<file path="src/hw/eam_pkg.sv">
package eam_pkg;
  // register offsets
  localparam logic [7:0] A_CTRL    = 8'h01;
  localparam logic [7:0] A_ALARM1_STATUS_IS = 8'h04;
  localparam logic [7:0] A_ALM2_IS = 8'h05;
  localparam logic [7:0] A_ERR_IS  = 8'h06;
  localparam logic [7:0] A_OVF_IS  = 8'h07;
  localparam logic [7:0] A_PAT_IS  = 8'h0B;
  localparam logic [7:0] A_ALARM1_STATUS_IE = 8'h0C;
  localparam logic [7:0] A_RXCFG   = 8'h40;
  localparam logic [7:0] A_RECEIVE_ALARM_CONFIG    = 8'h45;
  localparam logic [7:0] A_HOLD    = 8'h46;
  localparam logic [7:0] A_ALARM1_STATUS    = 8'h47;
  localparam logic [7:0] A_ALARM3_STATUS    = 8'h49;
  localparam logic [7:0] A_FE_LO   = 8'h56;
  localparam logic [7:0] A_FE_HI   = 8'h57;
  localparam logic [7:0] A_FRAME_ALARM_EVENT_COUNTER    = 8'h5A;
  localparam logic [7:0] A_TRANSMIT_ALARM_CONFIG    = 8'h75;
  localparam logic [7:0] ST_ADDR [5] = '{A_ALARM1_STATUS_IS, A_ALM2_IS, A_ERR_IS, A_OVF_IS, A_PAT_IS};
  localparam logic [7:0] RST_VAL = 8'h00;
  // field positions
  localparam int CTRL_T1   = 7;
  localparam int CTRL_CAS  = 3;
  localparam int CTRL_CRC  = 2;
  localparam int HOLD_ERR  = 0;
  localparam int HOLD_ALM  = 1;
  localparam int HOLD_CNT  = 2;
  localparam int RECEIVE_ALARM_CONFIG_INTG = 0;
  localparam int TRANSMIT_ALARM_CONFIG_AUTO = 0;
  localparam int B_FLOSS   = 0;
  localparam int B_SLOSS   = 1;
  localparam int B_AMPL    = 2;
  localparam int B_AIND    = 3;
  localparam int B_DENS    = 4;
  localparam int B_ONESEC  = 7;
  localparam int B_SEVERE  = 5;
  // counters: far-end, frame-loss, severe frame, realign
  localparam int CW [4] = '{10, 4, 2, 2};
  // timing
  localparam int CLK_MHZ      = 25;
  localparam int LOS_T1_ZEROS = 100;
  localparam int LOS_E1_ZEROS = 32;
  localparam int LOS_WIN      = 114;
  localparam int LOS_MIN_ONES = (LOS_WIN + 7) / 8;
  localparam int DENS_RUN     = 15;
  localparam int DENS_BLK     = 64;
  localparam int DENS_MIN     = DENS_BLK / 8;
  localparam int AIND_T1_BITS = 4632;
  localparam int AIND_T1_MAXZ = 4;
  localparam int AIND_E1_BITS = 512;
  localparam int AIND_E1_MAXZ = 2;
  localparam int SEV_E1_MS    = 2;
  localparam int SEV_E1_BITS  = SEV_E1_MS * 2048;
  localparam int SEV_ERRS     = 2;
  localparam int ALOS_US      = 125;
  localparam int ALOS_CYC     = ALOS_US * CLK_MHZ;
  localparam int INTEG_MS     = 2000;
  localparam int INTEG_CYC    = INTEG_MS * CLK_MHZ * 1000;
endpackage

</file>
<file path="src/hw/eam_monitor.sv">
`timescale 1ns/1ps
// How it works
// - ten-bit far-end block error count; wrap raises its overflow flag
// - error flags clear on read unless error hold enabled, then per second
// - with hold, errors of one second show steady through the next
// - frame-bit error flag per direction, receive and transmit
// - multiframe error flag only in E1 with CRC4 framing
// - signaling error flag only in E1 with CAS framing
// - CRC error flag only in T1 ESF and E1 CRC4 modes
// - density violation on over 15 zeros or ones under 12.5 percent
// - each alarm has live status, enable bit and sticky status
// - alarm flags clear on read unless alarm hold per second
// - E1 frame loss ORs three alignment losses; T1 equals basic loss
// - two-bit cause names which alignment loss started E1 frame loss
// - four-bit frame loss count at 05A; wrap flags overflow
// - T1 integration over two seconds; loss count unaffected
// - signal loss after 100 zeros T1 or 32 zeros E1
// - signal loss clears after good 114-bit window from a pulse
// - automatic option sends alarm indication while signal lost
// - amplitude loss: analog threshold, or digital clock low 125 us
// - T1 alarm indication: frame loss and at most 4 zeros in 4632 bits
// - E1 alarm indication: basic loss and two 512-bit blocks of few zeros
// - severe frame live status, two-bit count, overflow flag
// - severe frame windows: T1 framer-marked 3 ms, E1 free 2 ms
// - counters clear on read unless count hold latches per second
module eam_monitor
  import eam_pkg::*;
#(
  parameter int INTEG_CYCLES = INTEG_CYC
) (
  // clock and reset
  input  wire logic       core_clk,
  input  wire logic       rst,
  // host register port
  input  wire logic [7:0] reg_addr,
  input  wire logic       reg_wr,
  input  wire logic       reg_rd,
  input  wire logic [7:0] reg_wdata,
  output logic      [7:0] reg_rdata,
  // decoded receive stream
  input  wire logic       rx_bit_en,
  input  wire logic       rx_bit,
  // framer states and events
  input  wire logic       basic_frame_align_lost,
  input  wire logic       multiframe_align_lost,
  input  wire logic       signaling_frame_align_lost,
  input  wire logic       frame_bit_error_rx,
  input  wire logic       multiframe_align_error_rx,
  input  wire logic       signaling_align_error_rx,
  input  wire logic       crc_block_error_rx,
  input  wire logic       frame_bit_error_tx,
  input  wire logic       multiframe_align_error_tx,
  input  wire logic       signaling_align_error_tx,
  input  wire logic       crc_block_error_tx,
  input  wire logic       far_end_block_error,
  input  wire logic       frame_realign_change,
  input  wire logic       severe_window_close,
  input  wire logic       one_sec_tick,
  // line pins and mode
  input  wire logic       receive_clock_input,
  input  wire logic       amplitude_below_thr,
  input  wire logic       digital_receive_select,
  // transmitter control
  output logic            tx_send_alarm_ind
);

  logic [7:0] ctrl, rxcfg, receive_alarm_config, hold_cfg, transmit_alarm_config, a1_ie;
  logic [7:0] st_v [5];
  logic [7:0] ev [5];
  logic [4:0] st_hold;
  logic [9:0] shown [4];
  logic [3:0] cnt_inc, cnt_rd, cnt_ovf;
  logic [1:0] fe_hi;
  logic       t1, esf, e1_crc, e1_cas;
  logic       floss_raw, fl_int, frame_loss;
  logic [1:0] loss_cause;
  logic [31:0] icnt;
  logic [7:0] zrun;
  logic       zero_trip, dens_evt;
  logic [5:0] dblk;
  logic [6:0] dones;
  logic       sig_loss, lw_act;
  logic [6:0] lw_cnt, lw_ones;
  logic [1:0] pin_in, pin_f;
  logic [2:0] sync_q [2];
  logic [11:0] ck_low;
  logic       amp_loss;
  logic [12:0] aw_cnt, aw_zeros;
  logic       aw_last, aw_ok, aw_prev, aind_q, aind;
  logic [11:0] sw_cnt;
  logic [1:0] sw_errs;
  logic       sw_close, severe;
  logic [3:0] prev_alm;
  logic       prev_raw, prev_severe, prev_basic;

  function automatic logic hit(input logic [7:0] a);
    hit = reg_rd && (reg_addr == a);
  endfunction

  assign t1     = ctrl[CTRL_T1];
  assign esf    = (ctrl[3:0] == 4'h1) || (ctrl[3:2] == 2'h3);
  assign e1_crc = !t1 && ctrl[CTRL_CRC];
  assign e1_cas = !t1 && ctrl[CTRL_CAS];

  always_ff @(posedge core_clk or posedge rst) begin
    if (rst) begin
      ctrl     <= RST_VAL;
      rxcfg    <= RST_VAL;
      receive_alarm_config     <= RST_VAL;
      hold_cfg <= RST_VAL;
      transmit_alarm_config     <= RST_VAL;
      a1_ie    <= RST_VAL;
    end else if (reg_wr) begin
      case (reg_addr)
        A_CTRL:    ctrl <= reg_wdata;
        A_RXCFG:   rxcfg <= reg_wdata;
        A_RECEIVE_ALARM_CONFIG:    receive_alarm_config <= reg_wdata;
        A_HOLD:    hold_cfg <= reg_wdata;
        A_TRANSMIT_ALARM_CONFIG:    transmit_alarm_config <= reg_wdata;
        A_ALARM1_STATUS_IE: a1_ie <= reg_wdata;
        default:   ;
      endcase
    end
  end

  // pins: three stages, accept once stages two and three agree
  assign pin_in = {amplitude_below_thr, receive_clock_input};
  for (genvar p = 0; p < 2; p++) begin : g_sync
    always_ff @(posedge core_clk or posedge rst) begin
      if (rst) begin
        sync_q[p] <= 3'h0;
        pin_f[p]  <= 1'b0;
      end else begin
        sync_q[p] <= {sync_q[p][1:0], pin_in[p]};
        if (sync_q[p][1] == sync_q[p][2])
          pin_f[p] <= sync_q[p][2];
      end
    end
  end

  // frame loss, integration and cause
  assign floss_raw = t1 ? basic_frame_align_lost :
                     (basic_frame_align_lost | multiframe_align_lost |
                      signaling_frame_align_lost);
  assign frame_loss = (t1 && receive_alarm_config[RECEIVE_ALARM_CONFIG_INTG]) ? fl_int : floss_raw;

  always_ff @(posedge core_clk or posedge rst) begin
    if (rst) begin
      fl_int <= 1'b0;
      icnt   <= 32'h0;
    end else if (floss_raw == fl_int) begin
      icnt <= 32'h0;
    end else if (icnt == 32'(INTEG_CYCLES - 1)) begin
      fl_int <= floss_raw;
      icnt   <= 32'h0;
    end else begin
      icnt <= icnt + 32'h1;
    end
  end

  always_ff @(posedge core_clk or posedge rst) begin
    if (rst) begin
      loss_cause <= 2'h0;
      prev_raw   <= 1'b0;
    end else begin
      prev_raw <= floss_raw;
      if (!t1 && floss_raw && !prev_raw)
        loss_cause <= basic_frame_align_lost ? 2'h1 :
                      multiframe_align_lost ? 2'h2 : 2'h3;
    end
  end

  // zero runs and density
  assign zero_trip = rx_bit_en && !rx_bit &&
                     (zrun == 8'(t1 ? LOS_T1_ZEROS - 1 : LOS_E1_ZEROS - 1));

  always_ff @(posedge core_clk or posedge rst) begin
    if (rst) begin
      zrun     <= 8'h0;
      dblk     <= 6'h0;
      dones    <= 7'h0;
      dens_evt <= 1'b0;
    end else begin
      dens_evt <= 1'b0;
      if (rx_bit_en) begin
        zrun  <= rx_bit ? 8'h0 : (zrun == 8'hFF ? zrun : zrun + 8'h1);
        dblk  <= dblk + 6'h1;
        dones <= (dblk == 6'h0) ? 7'(rx_bit) : dones + 7'(rx_bit);
        if (!rx_bit && zrun == 8'(DENS_RUN))
          dens_evt <= 1'b1;
        if (dblk == 6'(DENS_BLK - 1) && (dones + 7'(rx_bit)) < 7'(DENS_MIN))
          dens_evt <= 1'b1;
      end
    end
  end

  // signal loss and its recovery window
  always_ff @(posedge core_clk or posedge rst) begin
    if (rst) begin
      sig_loss <= 1'b0;
      lw_act   <= 1'b0;
      lw_cnt   <= 7'h0;
      lw_ones  <= 7'h0;
    end else if (zero_trip) begin
      sig_loss <= 1'b1;
      lw_act   <= 1'b0;
    end else if (rx_bit_en && sig_loss) begin
      if (!lw_act) begin
        lw_act  <= rx_bit;
        lw_cnt  <= 7'h1;
        lw_ones <= 7'h1;
      end else if (lw_cnt == 7'(LOS_WIN - 1)) begin
        lw_act <= 1'b0;
        if ((lw_ones + 7'(rx_bit)) >= 7'(LOS_MIN_ONES))
          sig_loss <= 1'b0;
      end else begin
        lw_cnt  <= lw_cnt + 7'h1;
        lw_ones <= lw_ones + 7'(rx_bit);
      end
    end
  end

  assign tx_send_alarm_ind = transmit_alarm_config[TRANSMIT_ALARM_CONFIG_AUTO] && sig_loss;

  // amplitude loss: clock stuck low in digital mode
  always_ff @(posedge core_clk or posedge rst) begin
    if (rst)
      ck_low <= 12'h0;
    else if (pin_f[0])
      ck_low <= 12'h0;
    else if (ck_low != 12'(ALOS_CYC))
      ck_low <= ck_low + 12'h1;
  end
  assign amp_loss = digital_receive_select ? (ck_low == 12'(ALOS_CYC)) : pin_f[1];

  // alarm indication: ones-rich blocks; >= ends a block left long by a rate change
  assign aw_last = rx_bit_en &&
                   (aw_cnt >= 13'(t1 ? AIND_T1_BITS - 1 : AIND_E1_BITS - 1));
  assign aw_ok   = (aw_zeros + 13'(!rx_bit)) <=
                   13'(t1 ? AIND_T1_MAXZ : AIND_E1_MAXZ);

  always_ff @(posedge core_clk or posedge rst) begin
    if (rst) begin
      aw_cnt   <= 13'h0;
      aw_zeros <= 13'h0;
      aw_prev  <= 1'b0;
      aind_q   <= 1'b0;
    end else if (aw_last) begin
      aw_cnt   <= 13'h0;
      aw_zeros <= 13'h0;
      aw_prev  <= aw_ok;
      aind_q   <= t1 ? aw_ok : (aw_ok && aw_prev);
    end else if (rx_bit_en) begin
      aw_cnt   <= aw_cnt + 13'h1;
      aw_zeros <= aw_zeros + 13'(!rx_bit);
    end
  end
  assign aind = aind_q && (t1 ? floss_raw : basic_frame_align_lost);

  // severe frames: framer-marked windows in T1, free 2 ms in E1
  assign sw_close = t1 ? severe_window_close :
                    (rx_bit_en && sw_cnt == 12'(SEV_E1_BITS - 1));

  always_ff @(posedge core_clk or posedge rst) begin
    if (rst) begin
      sw_cnt  <= 12'h0;
      sw_errs <= 2'h0;
      severe  <= 1'b0;
    end else begin
      if (rx_bit_en)
        sw_cnt <= sw_cnt + 12'h1;
      if (sw_close) begin
        severe  <= ({1'b0, sw_errs} + 3'(frame_bit_error_rx)) >= 3'(SEV_ERRS);
        sw_errs <= 2'h0;
      end else if (frame_bit_error_rx && sw_errs != 2'h3) begin
        sw_errs <= sw_errs + 2'h1;
      end
    end
  end

  // rising edges for sticky alarm and counter events
  always_ff @(posedge core_clk or posedge rst) begin
    if (rst) begin
      prev_alm    <= 4'h0;
      prev_severe <= 1'b0;
      prev_basic  <= 1'b0;
    end else begin
      prev_alm    <= {aind, amp_loss, sig_loss, frame_loss};
      prev_severe <= severe;
      prev_basic  <= basic_frame_align_lost;
    end
  end

  always_comb begin
    ev[0] = 8'h0;
    ev[0][B_FLOSS] = frame_loss && !prev_alm[0];
    ev[0][B_SLOSS] = sig_loss && !prev_alm[1];
    ev[0][B_AMPL]  = amp_loss && !prev_alm[2];
    ev[0][B_AIND]  = aind && !prev_alm[3];
    ev[0][B_DENS]  = dens_evt;
    ev[1] = 8'h0;
    ev[1][B_ONESEC] = one_sec_tick;
    ev[2] = {4'h0, crc_block_error_rx && (esf && t1 || e1_crc),
             signaling_align_error_rx && e1_cas,
             multiframe_align_error_rx && e1_crc,
             frame_bit_error_rx};
    ev[3] = {4'h0, cnt_ovf};
    ev[4] = {4'h0, crc_block_error_tx && (esf && t1 || e1_crc),
             signaling_align_error_tx && e1_cas,
             multiframe_align_error_tx && e1_crc,
             frame_bit_error_tx};
  end

  assign st_hold = {{3{hold_cfg[HOLD_ERR]}}, {2{hold_cfg[HOLD_ALM]}}};

  // sticky status: clear on read, or per-second snapshot under hold
  for (genvar g = 0; g < 5; g++) begin : g_st
    logic [7:0] st, acc;
    always_ff @(posedge core_clk or posedge rst) begin
      if (rst) begin
        st  <= 8'h0;
        acc <= 8'h0;
      end else if (st_hold[g]) begin
        if (one_sec_tick) begin
          st  <= acc | ev[g];
          acc <= 8'h0;
        end else begin
          acc <= acc | ev[g];
        end
      end else begin
        st  <= (hit(ST_ADDR[g]) ? 8'h0 : st) | ev[g];
        acc <= 8'h0;
      end
    end
    assign st_v[g] = st;
  end

  // event counters
  assign cnt_inc = {frame_realign_change, severe && !prev_severe,
                    basic_frame_align_lost && !prev_basic, far_end_block_error};
  assign cnt_rd  = hold_cfg[HOLD_CNT] ? 4'h0 :
                   {{3{hit(A_FRAME_ALARM_EVENT_COUNTER)}}, hit(A_FE_LO)};

  for (genvar g = 0; g < 4; g++) begin : g_cnt
    localparam logic [9:0] MAXV = 10'((1 << CW[g]) - 1);
    logic [9:0] c, s, base, nxt;
    always_comb begin
      base = cnt_rd[g] ? 10'h0 : c;
      nxt  = base;
      if (cnt_inc[g])
        nxt = (base == MAXV) ? 10'h0 : base + 10'h1;
    end
    assign cnt_ovf[g] = cnt_inc[g] && (base == MAXV);
    always_ff @(posedge core_clk or posedge rst) begin
      if (rst) begin
        c <= 10'h0;
        s <= 10'h0;
      end else if (hold_cfg[HOLD_CNT] && one_sec_tick) begin
        s <= nxt;
        c <= 10'h0;
      end else begin
        c <= nxt;
      end
    end
    assign shown[g] = hold_cfg[HOLD_CNT] ? s : c;
  end

  // read data; upper far-end bits frozen at the low-byte read
  always_ff @(posedge core_clk or posedge rst) begin
    if (rst) begin
      reg_rdata <= 8'h0;
      fe_hi     <= 2'h0;
    end else if (reg_rd) begin
      case (reg_addr)
        A_CTRL:    reg_rdata <= ctrl;
        A_ALARM1_STATUS_IS: reg_rdata <= st_v[0];
        A_ALM2_IS: reg_rdata <= st_v[1];
        A_ERR_IS:  reg_rdata <= st_v[2];
        A_OVF_IS:  reg_rdata <= st_v[3];
        A_PAT_IS:  reg_rdata <= st_v[4];
        A_ALARM1_STATUS_IE: reg_rdata <= a1_ie;
        A_RXCFG:   reg_rdata <= rxcfg;
        A_RECEIVE_ALARM_CONFIG:    reg_rdata <= receive_alarm_config;
        A_HOLD:    reg_rdata <= hold_cfg;
        A_TRANSMIT_ALARM_CONFIG:    reg_rdata <= transmit_alarm_config;
        A_ALARM1_STATUS:    reg_rdata <= {3'h0, (zrun > 8'(DENS_RUN)), aind, amp_loss,
                                 sig_loss, frame_loss};
        A_ALARM3_STATUS:    reg_rdata <= {2'h0, severe, loss_cause, signaling_frame_align_lost,
                                 multiframe_align_lost, basic_frame_align_lost};
        A_FE_LO: begin
          reg_rdata <= shown[0][7:0];
          fe_hi     <= shown[0][9:8];
        end
        A_FE_HI:   reg_rdata <= {6'h0, fe_hi};
        A_FRAME_ALARM_EVENT_COUNTER:    reg_rdata <= {shown[3][1:0], shown[2][1:0], shown[1][3:0]};
        default:   reg_rdata <= 8'h0;
      endcase
    end
  end
endmodule

</file>
<file path="config.mk">
export PLATFORM = sky130hd
export DESIGN_NAME = eam_monitor
export DESIGN_NICKNAME = d
export VERILOG_FILES = /design/src/hw/eam_pkg.sv /design/src/hw/eam_monitor.sv
export SDC_FILE = /design/constraint.sdc
export NUM_CORES = 1
export LEC_CHECK = 0
export BUFFER_PORTS_ARGS = -buffer_cell sky130_fd_sc_hd__buf_2
export CAP_MARGIN = 5
export CORE_MARGIN = 2
export CORE_UTILIZATION = 40
export CTS_CLUSTER_DIAMETER = 200
export DETAILED_ROUTE_END_ITERATION = 16
export HOLD_SLACK_MARGIN = 0.03
export PLACE_DENSITY = 0.54
export RECOVER_POWER = 100
export SYNTH_ARGS = -nofsm -noshare
export SYNTH_HDL_FRONTEND = slang
export SYNTH_SLANG_ARGS = --single-unit
</file>
<file path="constraint.sdc">
create_clock -name core_clk -period 10.4 [get_ports core_clk]
set_input_delay 0.52 -clock core_clk [delete_from_list [all_inputs] [get_ports core_clk]]
set_output_delay 0.52 -clock core_clk [all_outputs]
set_load 0.005 [all_outputs]
</file>
==> results.toml <==
[cts]
clock_sinks = 294
clk_path_buf_depth = 3
cts_max_level = 2
cts_buffers = 36
cts_tree = "yes"
insertion_delay_ps = 550
cts_resized = 0
clk_pin_slew_worst_paths_ps = 60
cts_hold_buf = 0
root_buffer = "clkbuf_16"
post_cts_buffers = 0

[synthesis]
synth_flop_cell = "dfrtp_1"
async_flop_share = 1.00
synth-compound-area-share = 0.121
synth-xor-area-share = 0.0640
synthDistinctLibCells = 71
ys_ff_latch = 294
muxShareOfSynthArea = 0.0610
ys.warnings.count = 0
yosysSeqAreaShare = 0.489
yosys-top-cells-count = "294 x dfrtp_1, 186 x nor2_1, 142 x nand2_1"
synthSimpleGateAreaFrac = 0.210
synth_top_area_share = 0.489
syn_area_um2 = 15100
synth_top_area_cell = "dfrtp_1"
ys_top_cells_by_area = "dfrtp_1 49%, nor2_1 4.6%, mux2_2 4.0%"
synth_nets = 1617
avgSynthCellArea_um2 = 9.73
synth_edf_count = 0
yosysMostFrequentCell = "dfrtp_1"
synth_top_family_by_area = "simple AND/OR/NAND/NOR gates"
yosys.area_share.adder = 0.0254
synthCells = 1548

[setup_path]
timing.rr.end = "aw_prev"
start_kind = "input pin"
criticalPathCategory = "input pin to async pin"
reg2regPathDepth = 7
crit_fanout = 100
r2r_slack_ps = 6490
cp.required_ps = 10370
end_kind = "async pin"
worstPathArrival_ps = 5510
timing.rr.start = "ctrl[7]"

[detailed_routing]
first_iter_violations = 824
met2WireLength_um = 16900
wl_met3_um = 1710
vias = 11500
m1WireLength_um = 17500
routedWlPerCell_um = 17.6
highest_layer = "met4"
viasPerCell = 5.49
antenna_left = 0
first_pass_iters = 6
route.detailed.drc = 0
wirelength_um = 36900

[power_and_ir_drop]
ir_drop_mv = 0.136
p_per_area_nw_per_um2 = 194
p_leak_nw = 7.25

[timing]
rsz0062_at_grt = "false"
skew_ps = 16.3
min_period_ps = 5530
hold_violations = 0
fin_crit_sh = 0.532
tightest_slew_ps = 4580
finalSetupTns_ps = 0
setup_viol = 0
fmax_mhz = 181
drv_slew = 300
relSlewSlack = -2.07

[finish]
post-route-util = 0.449
antenna_cells = 0
multi_input_area_um2 = 7220
drive_gt1_frac = 0.104
area_growth_pct = 11.5
fin_cells = 2101
finalInstanceArea_um2 = 16800
fillers = 3616
regArea_um2 = 7360
nets = 1632

[worst_hold_path]
hold_class = "input pin to flop"
hold_end = "sync_q[0]"
hold_depth = 1
min_from = "amplitude_below_thr"

[flow_run]
drv_cap = 5

[run_status]
violations = "max-capacitance violations, max-slew violations"
outcome = "finished with violations"

[die]
rows = 71
core_area_um2 = 37400
initial_utilization = 0.403
die-height_um = 198
dieArea_um2 = 39200
ioPinCount = 49
die_width_um = 198

[place]
gp_congestion = 0.867
post_dp_cell_area_um2 = 15700
place_inst = 2036
io_buffers = 48
hpwl_um = 25200

[global_route]
grt_pass1_wl_um = 60600
grt_overflow = 0
antenna_found_initial = 1
grt_pass1_vias = 11200
grt_max_degree = 101
track_usage = 0.194
[cell families (layout without fill, tap and decap cells)]
| group | after synthesis | after routing |
|---|---|---|
| AND/OR/NAND/NOR | 635 | 635 |
| multiplexers | 85 | 85 |
| XOR/XNOR | 110 | 110 |
| AO/OA/AOI/OAI | 285 | 285 |
| buffers and inverters | 108 | 150 |
| flip-flops | 294 | 294 |
| adder cells (fa/ha/maj) | 31 | 31 |
[state kept, by name (all words and copies together), names as in the netlist, 7 cells and up]
name / cells
g_cnt.c: 40
icnt: 32
g_cnt.s: 18
g_st.st: 18
g_st.acc: 17
aw_cnt: 13
aw_zeros: 13
ck_low: 12
sw_cnt: 12
a1_ie: 8
ctrl: 8
hold_cfg: 8
receive_alarm_config: 8
reg_rdata: 8
rxcfg: 8
transmit_alarm_config: 8
zrun: 8
dones: 7
lw_cnt: 7
lw_ones: 7
[critical path, stage by stage]
cell	delay, ps
buf_2	100
clkinvlp_2	2540
clkbuf_1	2300
[cell type report]
cell class	count	area share
flip-flops and latches	294	0.438
multi-input cells	1146	0.430
clock buffers	46	0.0590
well taps	511	0.0381
repair buffers	56	0.0166
clock inverters	19	0.0112
inverters	29	0.00656
[layer usage]
metal,GRT usage,vias up
li1,-,5556
met1,0.269,5684
met2,0.312,226
met3,0.0382,60
met4,0.0479,0
met5,0,-
[through the flow]
step	setup WS [ps]	hold slack (ps)	power, mW
floorplan	1760	331	1.86
global placement	6590	336	2.01
detailed placement	6410	336	2.03
CTS	6870	66.5	3.30
global route	3550	69.5	3.45
finish	4870	90.6	3.26
[worst max path at each step]
stage | startpoint | cells after the start | end | slack (ps)
finish | rst | 3 | zrun[7] | 4870
global route | rst | 3 | g_cnt[2].c[3] | 3550
CTS | ctrl[7] | 6 | aw_prev | 6870
detailed placement | reg_addr[1] | 11 | g_cnt[1].c[4] | 6410
global placement | reg_addr[1] | 11 | g_cnt[1].c[4] | 6590
floorplan | rst | 1 | a1_ie[0] | 1760
[layout by cell type, fill, tap and decap left out, types with 7 or more instances in the layout]
cell type,synthesis,routed
a22oi_1,20,20
ha_1,29,29
or3_1,11,12
dfrtp_1,294,294
nand2b_1,25,25
o22ai_1,20,20
and2_0,0,8
o21ai_0,83,87
clkbuf_16,0,37
clkbuf_1,54,19
nor3_1,26,26
o2bb2ai_1,7,7
a21o_1,8,8
and2_1,20,12
nor2_1,186,187
nand3_1,62,62
buf_2,17,37
xnor2_1,48,48
and4_1,10,10
nor2b_1,15,15
nand4_1,52,52
a21oi_1,51,51
a211oi_1,20,20
o31ai_1,8,8
nor4_1,15,16
a31oi_1,12,12
mux2_2,54,54
a22o_1,9,9
inv_1,28,27
and3_1,33,33
nand2_1,142,142
xor2_1,62,62
mux2i_1,31,31
[power by group]
group / internal (mW) / switching (mW) / leakage [nW]
Sequential: 1.32 / 0.192 / 3.87
Clock: 0.734 / 0.521 / 0.570
Combinational: 0.219 / 0.276 / 2.81
Total: 2.27 / 0.990 / 7.25
Note: power is estimated with default switching activity, not from simulation.
